$ cat src/clk_power_defs.svh
// Purpose: Offsets, field positions, reset values and timing counts of the clock-run power manager.
// Assumes: System clock of 20 MHz.
// Notes: Register offsets are word indices on the plain register port.
`ifndef CLK_POWER_DEFS_SVH
`define CLK_POWER_DEFS_SVH

// ****************************************
// Clock and timing
// ****************************************
`define SYS_CLK_MHZ 20
// Least times round up to whole cycles
`define PCLK_STOP_NS 800
`define PCLK_STOP_CYC (((`PCLK_STOP_NS * `SYS_CLK_MHZ) + 999) / 1000)
`define CARD_IDLE_NS 3200
`define CARD_IDLE_CYC (((`CARD_IDLE_NS * `SYS_CLK_MHZ) + 999) / 1000)
`define CARD_ASK_NS 400
`define CARD_ASK_CYC (((`CARD_ASK_NS * `SYS_CLK_MHZ) + 999) / 1000)
`define CARD_ASK_SETTLE 3
`define CARD_RST_NS 1000
`define CARD_RST_CYC (((`CARD_RST_NS * `SYS_CLK_MHZ) + 999) / 1000)
`define PCLK_HOLD_EDGES 2

// ****************************************
// Register offsets
// ****************************************
`define OFS_SYS_CTRL 4'h0
`define OFS_MISC_CFG 4'h1
`define OFS_PWR_CTRL 4'h2
`define OFS_INT_GEN_CTRL 4'h3
`define OFS_GLOBAL_CTRL 4'h4
`define OFS_SOCKET_MASK 4'h5
`define OFS_CARD_CTRL 4'h6
`define OFS_PM_CSR 4'h7
`define OFS_STATUS 4'h8

// ****************************************
// Field positions
// ****************************************
`define SYS_RING_ROUTE_BIT 0
`define SYS_HOLD_CLK_BIT 1
`define SYS_MF6_CLKRUN_BIT 2
`define SYS_RING_TERM_BIT 3
`define MISC_KEEP_PCLK_BIT 0
`define PWR_OUT_DISABLE_BIT 7
`define INT_RING_FWD_BIT 7
`define GLB_AUTO_PD_BIT 0
`define SOCK_CSC_MASK_BIT 0
`define CARD_RING_EN_BIT 7
`define PM_PME_EN_BIT 8
`define REG_RESET_VAL 1'b0

// ****************************************
// Synchronised pin positions
// ****************************************
`define PIN_COUNT 14
`define PIN_PCLK 0
`define PIN_CLKRUN_N 1
`define PIN_CCLKRUN_N 2
`define PIN_CREQ 3
`define PIN_IREQ 4
`define PIN_CINT 5
`define PIN_STSCHG 6
`define PIN_WAKE 7
`define PIN_RING 8
`define PIN_TP_ACTIVE 9
`define PIN_SUSPEND 10
`define PIN_HOST_RST 11
`define PIN_GLOBAL_RST 12
`define PIN_GNT 13

`endif

$ cat src/clk_power_pkg.sv
// Purpose: Types of the clock-run power manager.
// Assumes: Constants come from clk_power_defs.svh.
// Notes: The whole module state is one packed struct.
`include "clk_power_defs.svh"

package clk_power_pkg;

  typedef enum logic [1:0] {CK_RUN, CK_KEEP, CK_STOPPED, CK_RESTART} pclk_state_t;
  typedef enum logic [1:0] {CC_RUN, CC_ASK, CC_STOPPED} cclk_state_t;

  typedef struct packed {
    logic [`PIN_COUNT-1:0] sync1;
    logic [`PIN_COUNT-1:0] sync2;
    logic pclk_prev;
    logic tp_prev;
    logic [4:0] stop_cnt;
    logic pclk_stopped;
    pclk_state_t ck;
    logic [1:0] edge_cnt;
    cclk_state_t cc;
    logic [6:0] idle_cnt;
    logic [3:0] ask_cnt;
    logic [4:0] rst_cnt;
    logic ring_route;
    logic hold_bus_clock_bit;
    logic mf6_clkrun;
    logic ring_term_sel;
    logic keep_pclk;
    logic card_output_disable_bit;
    logic ring_forward_enable;
    logic auto_power_down_bit;
    logic status_change_mask_bit;
    logic ring_function_enable;
    logic pme_enable;
    logic [15:0] rdata;
    logic clkrun_n;
    logic clkrun_oe;
    logic cclkrun_oe;
    logic card_clk_en;
    logic card_hiz;
    logic card_rst;
    logic core_rst;
    logic pci_float;
    logic pclk_gate;
    logic ri_pme_term;
    logic mf2;
    logic mf4;
  } pm_state_t;

endpackage : clk_power_pkg

$ cat src/pci_clock_run_power_manager.sv
// Purpose: Bus clock stop/restart, card clock stop, card power-down, suspend and ring/wake routing.
// Assumes: Pins pass two flip-flops; busy flags come from logic on sys_clk_i.
// Notes: The bus clock is sampled as a plain input and its edges found here.
//
// What this block does
// - Hold-bus-clock or keep-bus-clock bit set: refuse to let bus clock stop.
// - Card resource, card master or posted card data busy: keep bus clock.
// - Pending interrupts or card clock still running: refuse bus clock stop.
// - Serial-bus managers busy, posted, interrogation or bus not idle: keep bus clock.
// - Card interrupt, status-change, wake or ring event restarts a stopped bus clock.
// - Card clock-run start attempt or card bus request restarts the bus clock.
// - Twisted pair activation, FIFO data, master busy, interrupts or hold bit restart.
// - Clock-run signalling only works when terminal six carries that function.
// - Stop the card clock after card inactivity, using the card clock-run handshake.
// - Output-disable bit floats the card interface and resets the card.
// - Auto power-down floats the card while inactive, without reset.
// - Suspend blocks both reset inputs and gates the internal bus clock.
// - Suspend floats bus outputs and gates clock unless bus grant is asserted.
// - Registers keep their contents when a reset arrives during suspend.
// - Ring and multifunction outputs keep working during suspend unless disabled.
// - Status-change and ring paths need no bus clock; serial interrupts need restart.
// - Card ring reaches the ring output only with ring-forward enable and power.
// - Card wake reaches the ring output under the status-change mask bit.
// - Ring function enabled by its enable bit, wake signal by its enable bit.
// - Routing select zero: one shared terminal, ring wins when both enabled.
`timescale 1ns/1ps
`include "clk_power_defs.svh"

module pci_clock_run_power_manager (
  // Clock and reset
  input wire logic sys_clk_i,
  input wire logic srst_i,
  // Register port
  input wire logic [3:0] reg_addr_i,
  input wire logic [15:0] reg_wdata_i,
  input wire logic reg_wr_i,
  input wire logic reg_rd_i,
  output logic [15:0] reg_rdata_o,
  // Host bus pins
  input wire logic pci_clk_i,
  input wire logic clkrun_n_i,
  output logic clkrun_n_o,
  output logic clkrun_oe_o,
  input wire logic bus_grant_i,
  input wire logic host_bus_reset_i,
  input wire logic global_reset_input_i,
  input wire logic suspend_i,
  output logic pci_out_float_o,
  output logic pci_clk_gate_o,
  output logic core_reset_o,
  // Card pins
  input wire logic cclkrun_n_i,
  output logic cclkrun_oe_o,
  output logic card_clk_en_o,
  input wire logic card_req_i,
  input wire logic card_ireq_i,
  input wire logic card_cint_i,
  input wire logic card_stschg_i,
  input wire logic card_wake_event_i,
  input wire logic card_ring_i,
  input wire logic card_powered_i,
  output logic card_hiz_o,
  output logic card_reset_o,
  // Serial bus pin
  input wire logic tp_active_i,
  // Internal activity flags
  input wire logic card16_busy_i,
  input wire logic card_master_busy_i,
  input wire logic card_posted_i,
  input wire logic int_pending_i,
  input wire logic serial_res_busy_i,
  input wire logic serial_master_busy_i,
  input wire logic serial_posted_i,
  input wire logic interrogation_i,
  input wire logic serial_not_idle_i,
  input wire logic fifo_data_i,
  input wire logic card16_active_i,
  input wire logic card_bus_active_i,
  input wire logic pme_event_i,
  // Wake terminals
  output logic ring_wake_output_o,
  output logic multifunction_terminal_two_o,
  output logic multifunction_terminal_four_o
);
  import clk_power_pkg::*;

  pm_state_t st;
  pm_state_t next_st;
  logic [`PIN_COUNT-1:0] pins;

  assign pins = {bus_grant_i, global_reset_input_i, host_bus_reset_i, suspend_i, tp_active_i,
                 card_ring_i, card_wake_event_i, card_stschg_i, card_cint_i, card_ireq_i,
                 card_req_i, cclkrun_n_i, clkrun_n_i, pci_clk_i};

  // ****************************************
  // Next state
  // ****************************************
  always_comb begin
    logic [`PIN_COUNT-1:0] s;
    logic pclk_rise;
    logic keep;
    logic wake;
    logic suspend;
    logic reg_clear;
    logic ring_evt;
    logic pme_evt;
    s = st.sync2;
    pclk_rise = 1'b0;
    keep = 1'b0;
    wake = 1'b0;
    suspend = 1'b0;
    reg_clear = 1'b0;
    ring_evt = 1'b0;
    pme_evt = 1'b0;
    next_st = st;
    next_st.sync1 = pins;
    next_st.sync2 = st.sync1;
    next_st.pclk_prev = s[`PIN_PCLK];
    next_st.tp_prev = s[`PIN_TP_ACTIVE];
    pclk_rise = s[`PIN_PCLK] & ~st.pclk_prev;
    suspend = s[`PIN_SUSPEND];

    // Bus clock presence: silent for the stop window means stopped
    if (pclk_rise) begin
      next_st.stop_cnt = 5'h00;
      next_st.pclk_stopped = 1'b0;
    end else if (st.stop_cnt == 5'(`PCLK_STOP_CYC - 1)) begin
      next_st.pclk_stopped = 1'b1;
    end else begin
      next_st.stop_cnt = st.stop_cnt + 5'h01;
    end

    keep = st.hold_bus_clock_bit | st.keep_pclk
         | card16_busy_i | card_master_busy_i | card_posted_i
         | int_pending_i | (st.cc != CC_STOPPED)
         | serial_res_busy_i | serial_master_busy_i | serial_posted_i
         | interrogation_i | serial_not_idle_i;
    // Status-change events restart the clock so a serial interrupt can be sent
    wake = s[`PIN_IREQ] | s[`PIN_CINT] | s[`PIN_STSCHG] | s[`PIN_WAKE] | s[`PIN_RING]
         | ~s[`PIN_CCLKRUN_N] | s[`PIN_CREQ]
         | (s[`PIN_TP_ACTIVE] & ~st.tp_prev) | fifo_data_i | serial_master_busy_i
         | card_master_busy_i | int_pending_i | st.hold_bus_clock_bit;

    // ****************************************
    // Bus clock-run handshake
    // ****************************************
    next_st.clkrun_n = 1'b0;
    unique case (st.ck)
      CK_RUN: begin
        next_st.clkrun_oe = 1'b0;
        next_st.edge_cnt = 2'h0;
        if (s[`PIN_CLKRUN_N] && keep && st.mf6_clkrun) begin
          next_st.ck = CK_KEEP;
          next_st.clkrun_oe = 1'b1;
        end else if (st.pclk_stopped) begin
          next_st.ck = CK_STOPPED;
        end
      end
      CK_KEEP: begin
        if (pclk_rise) begin
          next_st.edge_cnt = st.edge_cnt + 2'h1;
        end
        if (st.edge_cnt == 2'(`PCLK_HOLD_EDGES)) begin
          next_st.ck = CK_RUN;
          next_st.clkrun_oe = 1'b0;
        end
      end
      CK_STOPPED: begin
        next_st.edge_cnt = 2'h0;
        if (pclk_rise) begin
          next_st.ck = CK_RUN;
        end else if (wake && st.mf6_clkrun) begin
          next_st.ck = CK_RESTART;
          next_st.clkrun_oe = 1'b1;
        end
      end
      CK_RESTART: begin
        // Held until the clock has really resumed, not just for a fixed time
        if (pclk_rise) begin
          next_st.edge_cnt = st.edge_cnt + 2'h1;
        end
        if (st.edge_cnt == 2'(`PCLK_HOLD_EDGES) || !st.mf6_clkrun) begin
          next_st.ck = CK_RUN;
          next_st.clkrun_oe = 1'b0;
        end
      end
    endcase

    // ****************************************
    // Card clock manager
    // ****************************************
    unique case (st.cc)
      CC_RUN: begin
        next_st.cclkrun_oe = 1'b1;
        next_st.card_clk_en = 1'b1;
        next_st.ask_cnt = 4'h0;
        if (card_bus_active_i || s[`PIN_CREQ]) begin
          next_st.idle_cnt = 7'h00;
        end else if (st.idle_cnt == 7'(`CARD_IDLE_CYC - 1)) begin
          next_st.cc = CC_ASK;
          next_st.cclkrun_oe = 1'b0;
          next_st.idle_cnt = 7'h00;
        end else begin
          next_st.idle_cnt = st.idle_cnt + 7'h01;
        end
      end
      CC_ASK: begin
        next_st.ask_cnt = st.ask_cnt + 4'h1;
        // Our own drive takes the synchroniser delay to leave the sampled pin
        if (st.ask_cnt >= 4'(`CARD_ASK_SETTLE) && !s[`PIN_CCLKRUN_N]) begin
          next_st.cc = CC_RUN;
          next_st.cclkrun_oe = 1'b1;
        end else if (st.ask_cnt == 4'(`CARD_ASK_SETTLE + `CARD_ASK_CYC)) begin
          next_st.cc = CC_STOPPED;
          next_st.card_clk_en = 1'b0;
        end
      end
      CC_STOPPED: begin
        if (!s[`PIN_CCLKRUN_N] || s[`PIN_CREQ]) begin
          next_st.cc = CC_RUN;
          next_st.cclkrun_oe = 1'b1;
          next_st.card_clk_en = 1'b1;
        end
      end
      default: begin
        next_st.cc = CC_RUN;
      end
    endcase

    // ****************************************
    // Sixteen-bit card power-down
    // ****************************************
    next_st.card_hiz = st.card_output_disable_bit
                     | (st.auto_power_down_bit & ~card16_active_i);
    if (st.rst_cnt != 5'h00) begin
      next_st.rst_cnt = st.rst_cnt - 5'h01;
    end
    next_st.card_rst = (st.rst_cnt != 5'h00);

    // ****************************************
    // Suspend
    // ****************************************
    next_st.core_rst = (s[`PIN_HOST_RST] | s[`PIN_GLOBAL_RST]) & ~suspend;
    // Arbiter must not park here while floating; a parked grant would keep clock
    next_st.pci_float = suspend & ~s[`PIN_GNT];
    next_st.pclk_gate = suspend & ~s[`PIN_GNT];
    reg_clear = next_st.core_rst;

    // ****************************************
    // Ring and wake routing, never gated by suspend
    // ****************************************
    ring_evt = (s[`PIN_RING] & card_powered_i & st.ring_forward_enable)
             | (s[`PIN_WAKE] & st.status_change_mask_bit);
    pme_evt = pme_event_i & st.pme_enable;
    if (!st.ring_route) begin
      // Shared terminal: an enabled ring function hides wake entirely
      next_st.ri_pme_term = st.ring_function_enable ? ring_evt : pme_evt;
      next_st.mf2 = 1'b0;
      next_st.mf4 = 1'b0;
    end else begin
      next_st.ri_pme_term = pme_evt;
      next_st.mf2 = st.ring_function_enable & ring_evt & ~st.ring_term_sel;
      next_st.mf4 = st.ring_function_enable & ring_evt & st.ring_term_sel;
    end

    // ****************************************
    // Register port
    // ****************************************
    next_st.rdata = 16'h0000;
    if (reg_rd_i) begin
      unique case (reg_addr_i)
        `OFS_SYS_CTRL: begin
          next_st.rdata[`SYS_RING_ROUTE_BIT] = st.ring_route;
          next_st.rdata[`SYS_HOLD_CLK_BIT] = st.hold_bus_clock_bit;
          next_st.rdata[`SYS_MF6_CLKRUN_BIT] = st.mf6_clkrun;
          next_st.rdata[`SYS_RING_TERM_BIT] = st.ring_term_sel;
        end
        `OFS_MISC_CFG: next_st.rdata[`MISC_KEEP_PCLK_BIT] = st.keep_pclk;
        `OFS_PWR_CTRL: next_st.rdata[`PWR_OUT_DISABLE_BIT] = st.card_output_disable_bit;
        `OFS_INT_GEN_CTRL: next_st.rdata[`INT_RING_FWD_BIT] = st.ring_forward_enable;
        `OFS_GLOBAL_CTRL: next_st.rdata[`GLB_AUTO_PD_BIT] = st.auto_power_down_bit;
        `OFS_SOCKET_MASK: next_st.rdata[`SOCK_CSC_MASK_BIT] = st.status_change_mask_bit;
        `OFS_CARD_CTRL: next_st.rdata[`CARD_RING_EN_BIT] = st.ring_function_enable;
        `OFS_PM_CSR: next_st.rdata[`PM_PME_EN_BIT] = st.pme_enable;
        `OFS_STATUS: next_st.rdata = {7'h00, suspend, st.card_hiz, st.pclk_stopped,
                                      keep, 1'(st.cc), 1'(st.cc >> 1), 1'(st.ck), 1'(st.ck >> 1), 1'b0};
        default: next_st.rdata = 16'h0000;
      endcase
    end
    if (reg_wr_i) begin
      unique case (reg_addr_i)
        `OFS_SYS_CTRL: begin
          next_st.ring_route = reg_wdata_i[`SYS_RING_ROUTE_BIT];
          next_st.hold_bus_clock_bit = reg_wdata_i[`SYS_HOLD_CLK_BIT];
          next_st.mf6_clkrun = reg_wdata_i[`SYS_MF6_CLKRUN_BIT];
          next_st.ring_term_sel = reg_wdata_i[`SYS_RING_TERM_BIT];
        end
        `OFS_MISC_CFG: next_st.keep_pclk = reg_wdata_i[`MISC_KEEP_PCLK_BIT];
        `OFS_PWR_CTRL: begin
          next_st.card_output_disable_bit = reg_wdata_i[`PWR_OUT_DISABLE_BIT];
          if (reg_wdata_i[`PWR_OUT_DISABLE_BIT] && !st.card_output_disable_bit) begin
            next_st.rst_cnt = 5'(`CARD_RST_CYC);
          end
        end
        `OFS_INT_GEN_CTRL: next_st.ring_forward_enable = reg_wdata_i[`INT_RING_FWD_BIT];
        `OFS_GLOBAL_CTRL: next_st.auto_power_down_bit = reg_wdata_i[`GLB_AUTO_PD_BIT];
        `OFS_SOCKET_MASK: next_st.status_change_mask_bit = reg_wdata_i[`SOCK_CSC_MASK_BIT];
        `OFS_CARD_CTRL: next_st.ring_function_enable = reg_wdata_i[`CARD_RING_EN_BIT];
        `OFS_PM_CSR: next_st.pme_enable = reg_wdata_i[`PM_PME_EN_BIT];
        default: begin
        end
      endcase
    end
    // Only an unsuspended reset clears software state
    if (reg_clear) begin
      next_st.ring_route = `REG_RESET_VAL;
      next_st.hold_bus_clock_bit = `REG_RESET_VAL;
      next_st.mf6_clkrun = `REG_RESET_VAL;
      next_st.ring_term_sel = `REG_RESET_VAL;
      next_st.keep_pclk = `REG_RESET_VAL;
      next_st.card_output_disable_bit = `REG_RESET_VAL;
      next_st.ring_forward_enable = `REG_RESET_VAL;
      next_st.auto_power_down_bit = `REG_RESET_VAL;
      next_st.status_change_mask_bit = `REG_RESET_VAL;
      next_st.ring_function_enable = `REG_RESET_VAL;
      next_st.pme_enable = `REG_RESET_VAL;
    end
  end

  always_ff @(posedge sys_clk_i) begin
    if (srst_i) begin
      st <= '0;
    end else begin
      st <= next_st;
    end
  end

  // ****************************************
  // Outputs
  // ****************************************
  assign reg_rdata_o = st.rdata;
  assign clkrun_n_o = st.clkrun_n;
  assign clkrun_oe_o = st.clkrun_oe;
  assign pci_out_float_o = st.pci_float;
  assign pci_clk_gate_o = st.pclk_gate;
  assign core_reset_o = st.core_rst;
  assign cclkrun_oe_o = st.cclkrun_oe;
  assign card_clk_en_o = st.card_clk_en;
  assign card_hiz_o = st.card_hiz;
  assign card_reset_o = st.card_rst;
  assign ring_wake_output_o = st.ri_pme_term;
  assign multifunction_terminal_two_o = st.mf2;
  assign multifunction_terminal_four_o = st.mf4;
endmodule : pci_clock_run_power_manager

$ cat config.mk
export PLATFORM = sky130hd
export DESIGN_NAME = pci_clock_run_power_manager
export DESIGN_NICKNAME = d
export VERILOG_FILES = /design/src/clk_power_pkg.sv /design/src/pci_clock_run_power_manager.sv
export VERILOG_INCLUDE_DIRS = /design/src
export SDC_FILE = /design/constraint.sdc
export NUM_CORES = 1
export LEC_CHECK = 0
export BUFFER_PORTS_ARGS = -buffer_cell sky130_fd_sc_hd__buf_2
export CELL_PAD_IN_SITES_DETAIL_PLACEMENT = 1
export CELL_PAD_IN_SITES_GLOBAL_PLACEMENT = 1
export CORE_AREA = 3 3 100 102
export DETAILED_ROUTE_END_ITERATION = 10
export DIE_AREA = 0 0 103 105
export PLACE_DENSITY = 0.86
export SLEW_MARGIN = 20
export SYNTH_ARGS = -nofsm -noshare
export SYNTH_HDL_FRONTEND = slang
export SYNTH_SLANG_ARGS = --single-unit
$ cat constraint.sdc
create_clock -name sys_clk_i -period 2.3 [get_ports sys_clk_i]
set_clock_uncertainty 0.15 [all_clocks]
set_input_delay 0.23 -clock sys_clk_i [delete_from_list [all_inputs] [get_ports sys_clk_i]]
set_output_delay 0.23 -clock sys_clk_i [all_outputs]
set_load 0.03 [all_outputs]
==> metrics.md, run 1 <==
| Metric | Value |
|---|---|
| Antenna violations before repair | 0 |
| # DRC | 0 |
| Die area | 10800 um2 |
| Largest net degree at the start of global routing | 40 |
| Vias | 3035 |
| Die Span Y | 105 um |
| DP Area | 4030 um2 |
| RePlAce Congestion | 0.823 |
| Core Util, Final | 0.479 |
| Min cycle time layout | 2.07 ns |
| # resized after CTS | 0 |
| Diodes inserted | 0 |
| Placed insts | 544 |
| Die X | 103 um |
| Starting density of the core | 0.406 |
| GRT Total Usage | 0.165 |
| Met2 Wirelength | 4.54 mm |
| Status | complete, no violations |
| Largest stage delay on the critical path | 0.47 ns |
| Avg Synthesized Cell Area | 9.46 um2 |
| CTS tree | built |
| Cells after Synth | 395 |
| Post-synth top area share | 0.472 |
| First-pass GRT wire length | 14.3 mm |
| Area growth syn-to-layout | 18.0% |
| Antenna Violating Nets Remaining | 0 |
| Synth Flop Type | dfxtp_1 |
| Port bufs | 61 |
| Setup bufs post-CTS | 0 |
| Yosys warnings | 0 |
| CTS H-tree lvls | 3 |
| Worst-path cell chain | inv_1 -> ha_1 -> nor3b_2 -> o21ai_0 -> or4_1 -> a21oi_1 |
| PwrDens | 693 nW/um2 |
| Pre-CTS setup slack | 0.244 ns |
| Fin. Hold Viols | 0 |
| Total Power | 3.05 mW |
| CTS Buffer Depth | 2 |
| Final setup margin | 0.233 ns |
| Peak VDD IR | 0.335 mV |
| Register area share after synthesis | 0.472 |
| CP delay by family, top | simple AND/OR/NAND/NOR gates |
| Critical path fanouts, max | 7 |
| Final period util | 0.899 |
| First DRT Iteration DRCs | 71 |
| Fin Hold WS | 0.0274 ns |
| GRT overflow | 0 |
| Worst hold path class | in -> reg |
| Via density | 5.24 |
| Drt wl/cell | 15.3 um |
| CTS Buf Count | 9 |
| Worst setup EP type | register |
| Fin area | 4410 um2 |
| Clk sinks | 88 |
| Core area | 9200 um2 |
| Aggregate routed wire length | 8.84 mm |
| Skew-Pair Late Insertion Delay | 0.35 ns |
| Max Freq | 484 MHz |
| Crit Path Class | reg -> reg |
| Count of different cell masters after synthesis | 61 |
| I/O Pins | 80 |
| FP Rows | 35 |
| First-pass DRT Iterations | 4 |
| Clock Pin Slew Worst Setup and Hold Paths | 0.09 ns |
| Finish-stage setup viols | 0 |
| Maxcap violations | 0 |
| Area leader, netlist | dfxtp_1 |
| Slew Limit Fails | 0 |
| Vias in the first global route | 3142 |
| Highest Signal Layer | met4 |
| Number of flops mapped to enable cells by yosys | 0 |
| Buffers & Inverters on Critical Path | 1 |
| Detailed placement HPWL | 6.42 mm |
| Share of post-route cells with drive strength above 1 | 0.205 |
| Worst Setup Start Kind | register |
| Leakage power | 1.79 nW |
| Slowest cell on the critical path | or4_1 |
| Setup TNS | 0 ns |
| Finished Layout Cells | 579 |
| WP data arrival | 2.20 ns |
| Post-synth ARST share | 0 |
| Met3 wire len | 344 um |
| # nets final | 526 |
| WL met1 | 3.75 mm |
| Required time worst endpoint | 2.43 ns |
| Yosys reg bits | 88 |
| Root buffer cell | clkbuf_8 |
| RSZ-0062 raised after global routing | no |
| Top cells by area, synth | dfxtp_1 (47%), nor2b_1 (6.2%), nor2_1 (4.2%), buf_4 (3.8%), ha_1 (3.7%) |
| Synthesized area | 3730 um2 |
-- worst paths after layout --
path                                    start        endpoint  slack (ns)  depth (start not counted)
worst max register to register         st[56]          st[53]        0.23                          6
worst max-delay path                   st[56]          st[53]        0.23                          6
worst min register to register         st[82]  pci_clk_gate_o        0.25                          1
worst min-delay path            reg_addr_i[3]  reg_rdata_o[0]        0.03                          2
-- cell families (layout without fill, tap and decap cells) --
logic type,after synthesis,after routing,share of synthesized area
compound gates,65,65,0.114
xor+xnor,7,7,0.0164
fa+ha+maj,11,11,0.0369
buf+inv,46,112,0.0680
flops,88,88,0.472
mux,11,11,0.0332
other cells,1,8,0.00100
simple gates,166,166,0.259
-- cell usage after synthesis, types with 2 or more instances --
| cell type | instances |
|---|---|
| o21bai_1 | 2 |
| a41oi_1 | 2 |
| a311oi_1 | 3 |
| nand4_1 | 3 |
| buf_4 | 19 |
| inv_1 | 10 |
| nor4b_1 | 5 |
| nor4_1 | 4 |
| xnor2_1 | 4 |
| nand3_1 | 9 |
| xor2_1 | 3 |
| buf_1 | 2 |
| buf_2 | 2 |
| dfxtp_1 | 88 |
| and3_1 | 2 |
| a21o_1 | 2 |
| nand2b_1 | 7 |
| a22o_1 | 3 |
| nand2_1 | 18 |
| a211oi_1 | 5 |
| o21ai_0 | 12 |
| nor2_1 | 42 |
| ha_1 | 11 |
| nor2b_1 | 37 |
| nand4b_1 | 4 |
| nor3_1 | 7 |
| or4_1 | 2 |
| nor3b_1 | 7 |
| a31oi_1 | 3 |
| mux2i_1 | 9 |
| and2_1 | 2 |
| or2_2 | 4 |
| a21oi_1 | 21 |
| nand3b_1 | 2 |
| nor3b_2 | 2 |
| clkbuf_1 | 12 |
-- worst register-to-register path, delay by kind of cell, from the launching register on --
kind / cells / cell delay (ns)
AO/OA/AOI/OAI: 2 / 0.27
adder cells (fa/ha/maj): 1 / 0.33
buffers and inverters: 1 / 0.15
flip-flops: 1 / 0.36
AND/OR/NAND/NOR: 2 / 0.74
-- cell usage in the layout (no fill, tap or decap), types with 2 or more instances in the layout --
cell type	instances
a211oi_1	5
a21o_1	2
a21oi_1	21
a22o_1	3
a311oi_1	3
a31oi_1	3
a41oi_1	2
and2_1	2
and3_1	2
buf_2	61
buf_4	6
clkbuf_8	10
clkinv_4	2
conb_1	8
dfxtp_1	88
dlygate4sd3_1	19
ha_1	11
inv_1	10
mux2i_1	9
nand2_1	18
nand2b_1	7
nand3_1	9
nand3b_1	2
nand4_1	3
nand4b_1	4
nor2_1	42
nor2b_1	37
nor3_1	7
nor3b_1	7
nor3b_2	2
nor4_1	4
nor4b_1	5
o21ai_0	12
o21bai_1	2
or2_2	4
or4_1	2
xnor2_1	4
xor2_1	3
-- power breakdown --
| group | switching (mW) | internal [mW] | total [mW] |
|---|---|---|---|
| clock | 0.566 | 0.433 | 0.999 |
| combinational | 0.225 | 0.189 | 0.414 |
| sequential | 0.0424 | 1.60 | 1.64 |
| total | 0.833 | 2.22 | 3.05 |
-- state kept, by name (all words and copies together) (netlist names) --
signal / count
clkrun_oe_o: 1
pci_clk_gate_o: 1
st: 53
core_reset_o: 1
multifunction_terminal_four_o: 1
card_reset_o: 1
card_clk_en_o: 1
cclkrun_oe_o: 1
next_st: 16
multifunction_terminal_two_o: 1
reg_rdata_o: 9
card_hiz_o: 1
ring_wake_output_o: 1
-- timing repair --
item	in CTS	in global routing
hold buffers	19	0
endpoints found under the setup margin	0	0
hold endpoints to repair	19	0
-- metal layers --
layer / up-vias / track usage
li1: 1482 / -
met1: 1469 / 0.193
met3: 16 / 0.0314
met4: 0 / 0.0675
met5: - / 0
met2: 68 / 0.289
-- layout make-up --
class                      count  area (um2)
multi-input combinational    268        1750
clock buffer                  11         141
sequential                    88        1760
fill                        1061        4790
tap                          111         139
inverter                      10        37.5
timing repair buffer          86         541
clock inverter                 5        41.3
(Power assumes the default switching activity.)
==> inputs of run 2 (changes only) <==
--- a/config.mk
+++ b/config.mk
@@ -12,6 +12,7 @@
 export CORE_AREA = 3 3 100 102
 export DETAILED_ROUTE_END_ITERATION = 10
 export DIE_AREA = 0 0 103 105
+export MAX_ROUTING_LAYER = met4
 export PLACE_DENSITY = 0.86
 export SLEW_MARGIN = 20
 export SYNTH_ARGS = -nofsm -noshare
==> run 2 against run 1 <==
Effect of this change:
- design area did not move
- first-iteration DRC count rose by 4.2%
- die area did not move
- via count barely moved
- cell count did not move
- combinational power barely moved
- register-to-register slack barely moved
- non-clock buffer count did not move
- hold slack got worse by 0.0035 ns
- largest cell class unchanged
- largest power group unchanged
==> metrics.md, run 2 (synthesized netlist as in run 1, its figures left out) <==
| Metric | Value |
|---|---|
| Largest Register | st |
| Largest net degree at the start of global routing | 40 |
| Worst hold path class | in -> reg |
| WP data arrival | 2.20 ns |
| CTS tree | built |
| Max Freq | 484 MHz |
| Required time worst endpoint | 2.43 ns |
| Via density | 5.24 |
| Diodes inserted | 0 |
| First DRT Iteration DRCs | 74 |
| Peak VDD IR | 0.333 mV |
| CTS H-tree lvls | 3 |
| Worst r2r dst | st[53] |
| Final period util | 0.898 |
| Crit Path Class | reg -> reg |
| Root buffer cell | clkbuf_8 |
| Die area | 10800 um2 |
| Detailed placement HPWL | 6.42 mm |
| Starting density of the core | 0.406 |
| Met2 Wirelength | 4.54 mm |
| Port bufs | 61 |
| Area taken by multi-input logic gates | 1750 um2 |
| Share of post-route cells with drive strength above 1 | 0.205 |
| Critical path fanouts, max | 7 |
| Maxcap violations | 0 |
| First-pass DRT Iterations | 5 |
| First-pass GRT wire length | 14.3 mm |
| FP Rows | 35 |
| Largest stage delay on the critical path | 0.47 ns |
| Antenna Violating Nets Remaining | 0 |
| Fin Hold WS | 0.0239 ns |
| Slew Limit Fails | 0 |
| Clock Pin Slew Worst Setup and Hold Paths | 0.09 ns |
| Leakage power | 1.79 nW |
| Worst-path cell chain | inv_1 -> ha_1 -> nor3b_2 -> o21ai_0 -> or4_1 -> a21oi_1 |
| I/O Pins | 80 |
| Total Power | 3.05 mW |
| PwrDens | 692 nW/um2 |
| RSZ-0062 raised after global routing | no |
| Highest Signal Layer | met4 |
| Worst Setup Start Kind | register |
| Skew-Pair Late Insertion Delay | 0.35 ns |
| Vias in the first global route | 3140 |
| Slowest cell on the critical path | or4_1 |
| # nets final | 526 |
| Area growth syn-to-layout | 18.0% |
| CTS Buffer Depth | 2 |
| Antenna violations before repair | 0 |
| Setup TNS | 0 ns |
| R2R depth | 6 |
| Most frequent cells in the layout | dfxtp_1 (88), buf_2 (61), nor2_1 (42) |
| # DRC | 0 |
| WL met1 | 3.73 mm |
| CP delay by family, top | simple AND/OR/NAND/NOR gates |
| Drt wl/cell | 15.2 um |
| Commonest non-fill, non-tap cell in the layout | dfxtp_1 |
| Met3 wire len | 352 um |
| Min cycle time layout | 2.07 ns |
| Cts hold-fix bufs | 19 |
| Worst reg-to-reg setup slack | 0.23 ns |
| Clk sinks | 88 |
| Fin. Hold Viols | 0 |
| Die Span Y | 105 um |
| CP Launch Point | st[56] |
| Buffers & Inverters on Critical Path | 1 |
| Core area | 9200 um2 |
| Setup bufs post-CTS | 0 |
| Aggregate routed wire length | 8.82 mm |
| CTS Buf Count | 9 |
| Worst Hold End | reg_rdata_o[0] |
| Vias | 3034 |
| GRT overflow | 0 |
| Largest register FFs | 53 |
| Status | complete, no violations |
| Reg area | 1760 um2 |
| Worst setup EP type | register |
| # resized after CTS | 0 |
| Die X | 103 um |
| Finish-stage setup viols | 0 |
| Core Util, Final | 0.479 |
| Hold Crit Start | reg_addr_i[3] |
| Number of fill cells | 1061 |
| RR Startpoint | st[56] |
| GRT Total Usage | 0.170 |
| RePlAce Congestion | 0.835 |
| Hold path depth | 2 |
## run 2: cell counts in the layout (fill, tap and decap cells not counted)
No cell type changed its count.
## run 2: layout make-up
type                       count  area share
clock buffer                  11      0.0321
tap                          111      0.0315
clock inverter                 5     0.00937
inverter                      10     0.00852
timing repair buffer          86       0.123
multi-input combinational    268       0.396
sequential                    88       0.400
## run 2: report_power, final
group | internal, mW | switching, mW | leakage [nW]
Combinational | 0.189 | 0.225 | 0.983
Clock | 0.433 | 0.562 | 0.0914
Sequential | 1.60 | 0.0424 | 0.718
## run 2: stage by stage
step / area [um2] / setup WS (ns) / cells
after detailed placement: 4030 / 0.244 / 544
after floorplan: 3760 / 0.636 / 402
after global placement: 4030 / 0.376 / 544
after global routing: 4410 / 0.121 / 579
after CTS: 4410 / 0.231 / 579
final: 4410 / 0.234 / 579
## run 2: worst max-delay path by stage
stage	to	slack [ns]	cells past startpoint
2_1_floorplan	st[53]	0.64	6
4_1_cts	st[53]	0.23	6
5_1_grt	st[53]	0.12	6
3_5_place_dp	st[53]	0.24	6
3_3_place_gp	st[53]	0.38	6
6_report	st[53]	0.23	6
## run 2: routing by layer
metal,track usage,vias up
met1,0.193,1469
met3,0.0314,15
li1,-,1483
met5,-,-
met2,0.290,67
met4,0.0675,0
==> inputs of run 3 (changes only) <==
--- a/config.mk
+++ b/config.mk
@@ -14,6 +14,7 @@
 export DIE_AREA = 0 0 103 105
 export MAX_ROUTING_LAYER = met4
 export PLACE_DENSITY = 0.86
+export SETUP_SLACK_MARGIN = 0.5
 export SLEW_MARGIN = 20
 export SYNTH_ARGS = -nofsm -noshare
 export SYNTH_HDL_FRONTEND = slang
==> constraint.sdc (replaced) <==
create_clock -name sys_clk_i -period 2.3 [get_ports sys_clk_i]
set_clock_uncertainty 0.15 [all_clocks]
set_input_delay 0.23 -clock sys_clk_i [delete_from_list [all_inputs] [get_ports sys_clk_i]]
set_output_delay 0.23 -clock sys_clk_i [all_outputs]
set_load 0.005 [all_outputs]
==> run 3 against run 2 <==
Effect of this change:
- via count grew 1.6%
- first-iteration DRC count is 2.7% lower
- design area up 2.8%
- combinational power decreased by 4%
- clock power about the same
- count of clock-buffer cells in the layout unchanged
- critical endpoint unchanged
- total power down 0.40%
- non-clock buffer count is 4 higher
- routed wire length increased by 1.1%
- sequential share of layout area shrank 0.94 points
- sequential power about the same
- sequential cell count did not move
- largest power group unchanged
==> metrics.md, run 3 (synthesized netlist as in run 1, its figures left out) <==
| Metric | Value |
|---|---|
| Largest net degree at the start of global routing | 40 |
| Starting density of the core | 0.406 |
| Critical path fanouts, max | 4 |
| First-pass DRT Iterations | 4 |
| Met3 wire len | 335 um |
| Crit Path Class | reg -> reg |
| Skew-Pair Late Insertion Delay | 0.35 ns |
| Clk sinks | 88 |
| Share of post-route cells with drive strength above 1 | 0.258 |
| Met2 Wirelength | 4.58 mm |
| Commonest non-fill, non-tap cell in the layout | dfxtp_1 |
| CTS tree | built |
| CTS Buf Count | 9 |
| RSZ-0062 raised after global routing | yes |
| Total Power | 3.04 mW |
| Max_slew headroom | 0.655 |
| WL met1 | 3.77 mm |
| Max Freq | 564 MHz |
| Via density | 5.29 |
| CTS Buffer Depth | 2 |
| WP data arrival | 1.91 ns |
| Vias in the first global route | 3143 |
| Most frequent cells in the layout | dfxtp_1 (85), buf_2 (61), nor2_1 (42) |
| R2R depth | 6 |
| Worst-path cell chain | inv_4 -> ha_4 -> nor3b_4 -> o21ai_0 -> or4_1 -> a21oi_1 |
| Vias | 3082 |
| I/O Pins | 80 |
| Die Span Y | 105 um |
| Status | complete, no violations |
| PwrDens | 671 nW/um2 |
| Drt wl/cell | 15.3 um |
| Worst hold path class | in -> reg |
| Slowest cell on the critical path | or4_1 |
| Core area | 9200 um2 |
| Setup TNS | 0 ns |
| # DRC | 0 |
| Fin. Hold Viols | 0 |
| Root buffer cell | clkbuf_8 |
| Largest Register | st |
| Maxcap violations | 0 |
| Hold path depth | 2 |
| Antenna Violating Nets Remaining | 0 |
| Area growth syn-to-layout | 21.3% |
| Largest register FFs | 53 |
| Leakage power | 1.82 nW |
| Highest Signal Layer | met4 |
| Finish-stage setup viols | 0 |
| Required time worst endpoint | 2.44 ns |
| First DRT Iteration DRCs | 72 |
| Worst-margin pin slew | 0.513 ns |
| Aggregate routed wire length | 8.92 mm |
| Slew Limit Fails | 0 |
| Peak VDD IR | 0.335 mV |
| Port bufs | 61 |
| GRT Total Usage | 0.171 |
| FP Rows | 35 |
| Detailed placement HPWL | 6.42 mm |
| # nets final | 530 |
| Min cycle time layout | 1.77 ns |
| Die X | 103 um |
| Worst setup EP type | register |
| Diodes inserted | 0 |
| Die area | 10800 um2 |
| CTS H-tree lvls | 3 |
| First-pass GRT wire length | 14.4 mm |
| Antenna violations before repair | 0 |
| RePlAce Congestion | 0.835 |
| Worst Setup Start Kind | register |
| Largest stage delay on the critical path | 0.47 ns |
| Final period util | 0.771 |
| GRT overflow | 0 |
| Clock Pin Slew Worst Setup and Hold Paths | 0.09 ns |
## run 3: changes by cell type in the layout (fill, tap and decap cells not counted), sizes merged
cell,before,now
buf,67,71
## run 3: area by class of cell
cell class	instances	area, um2
clock buffers	11	141
clock inverters	5	41.3
fillers	1051	4670
inverters	10	40.0
multi-input cells	268	1830
flip-flops and latches	88	1770
well taps	111	139
repair buffers	90	574
## run 3: repair_timing
action,CTS,global route
setup buffers,3,1
endpoints found under the setup margin,11,13
gates resized for setup,12,16
endpoints found under the hold margin,19,0
pin swaps,1,3
hold buffers,19,0
gates cloned,0,0
## run 3: per-stage QoR
stage | hold WS (ns) | worst slack (ns) | utilization | std cells | area, um2
after floorplan | 0.208 | 0.636 | - | 402 | 3760
after global placement | 0.229 | 0.376 | 0.439 | 544 | 4030
after detailed placement | 0.233 | 0.244 | 0.439 | 544 | 4030
after CTS | 0.00494 | 0.487 | 0.487 | 582 | 4470
after global routing | 0.0300 | 0.430 | 0.493 | 583 | 4530
final | 0.0188 | 0.526 | 0.493 | 583 | 4530
## run 3: final timing paths
check / from / endpoint / slack, ns
hold / removal: reg_addr_i[3] / reg_rdata_o[0] / 0.02
setup reg to reg: st[56] / st[53] / 0.53
setup / recovery: st[56] / st[53] / 0.53
hold reg to reg: st[82] / pci_clk_gate_o / 0.26
## run 3: report_power, final
group	leakage (nW)	total [mW]	internal, mW	switching [mW]
registers	0.720	1.64	1.60	0.0452
logic	1.01	0.397	0.205	0.193
clock network	0.0914	0.998	0.432	0.566
total	1.82	3.04	2.23	0.803
## run 3: layer usage
layer  GRT usage  vias to the layer above
li1            -                     1491
met1       0.195                     1502
met2       0.290                       71
met3      0.0307                       18
met4      0.0712                        0
met5           -                        -
## run 3: worst max-delay path: cells and delay by family (launching register included)
kind | cells | cell delay, ns
AND/OR/NAND/NOR | 2 | 0.67
buffers and inverters | 1 | 0.09
flip-flops | 1 | 0.37
AO/OA/AOI/OAI | 2 | 0.27
adder cells (fa/ha/maj) | 1 | 0.16
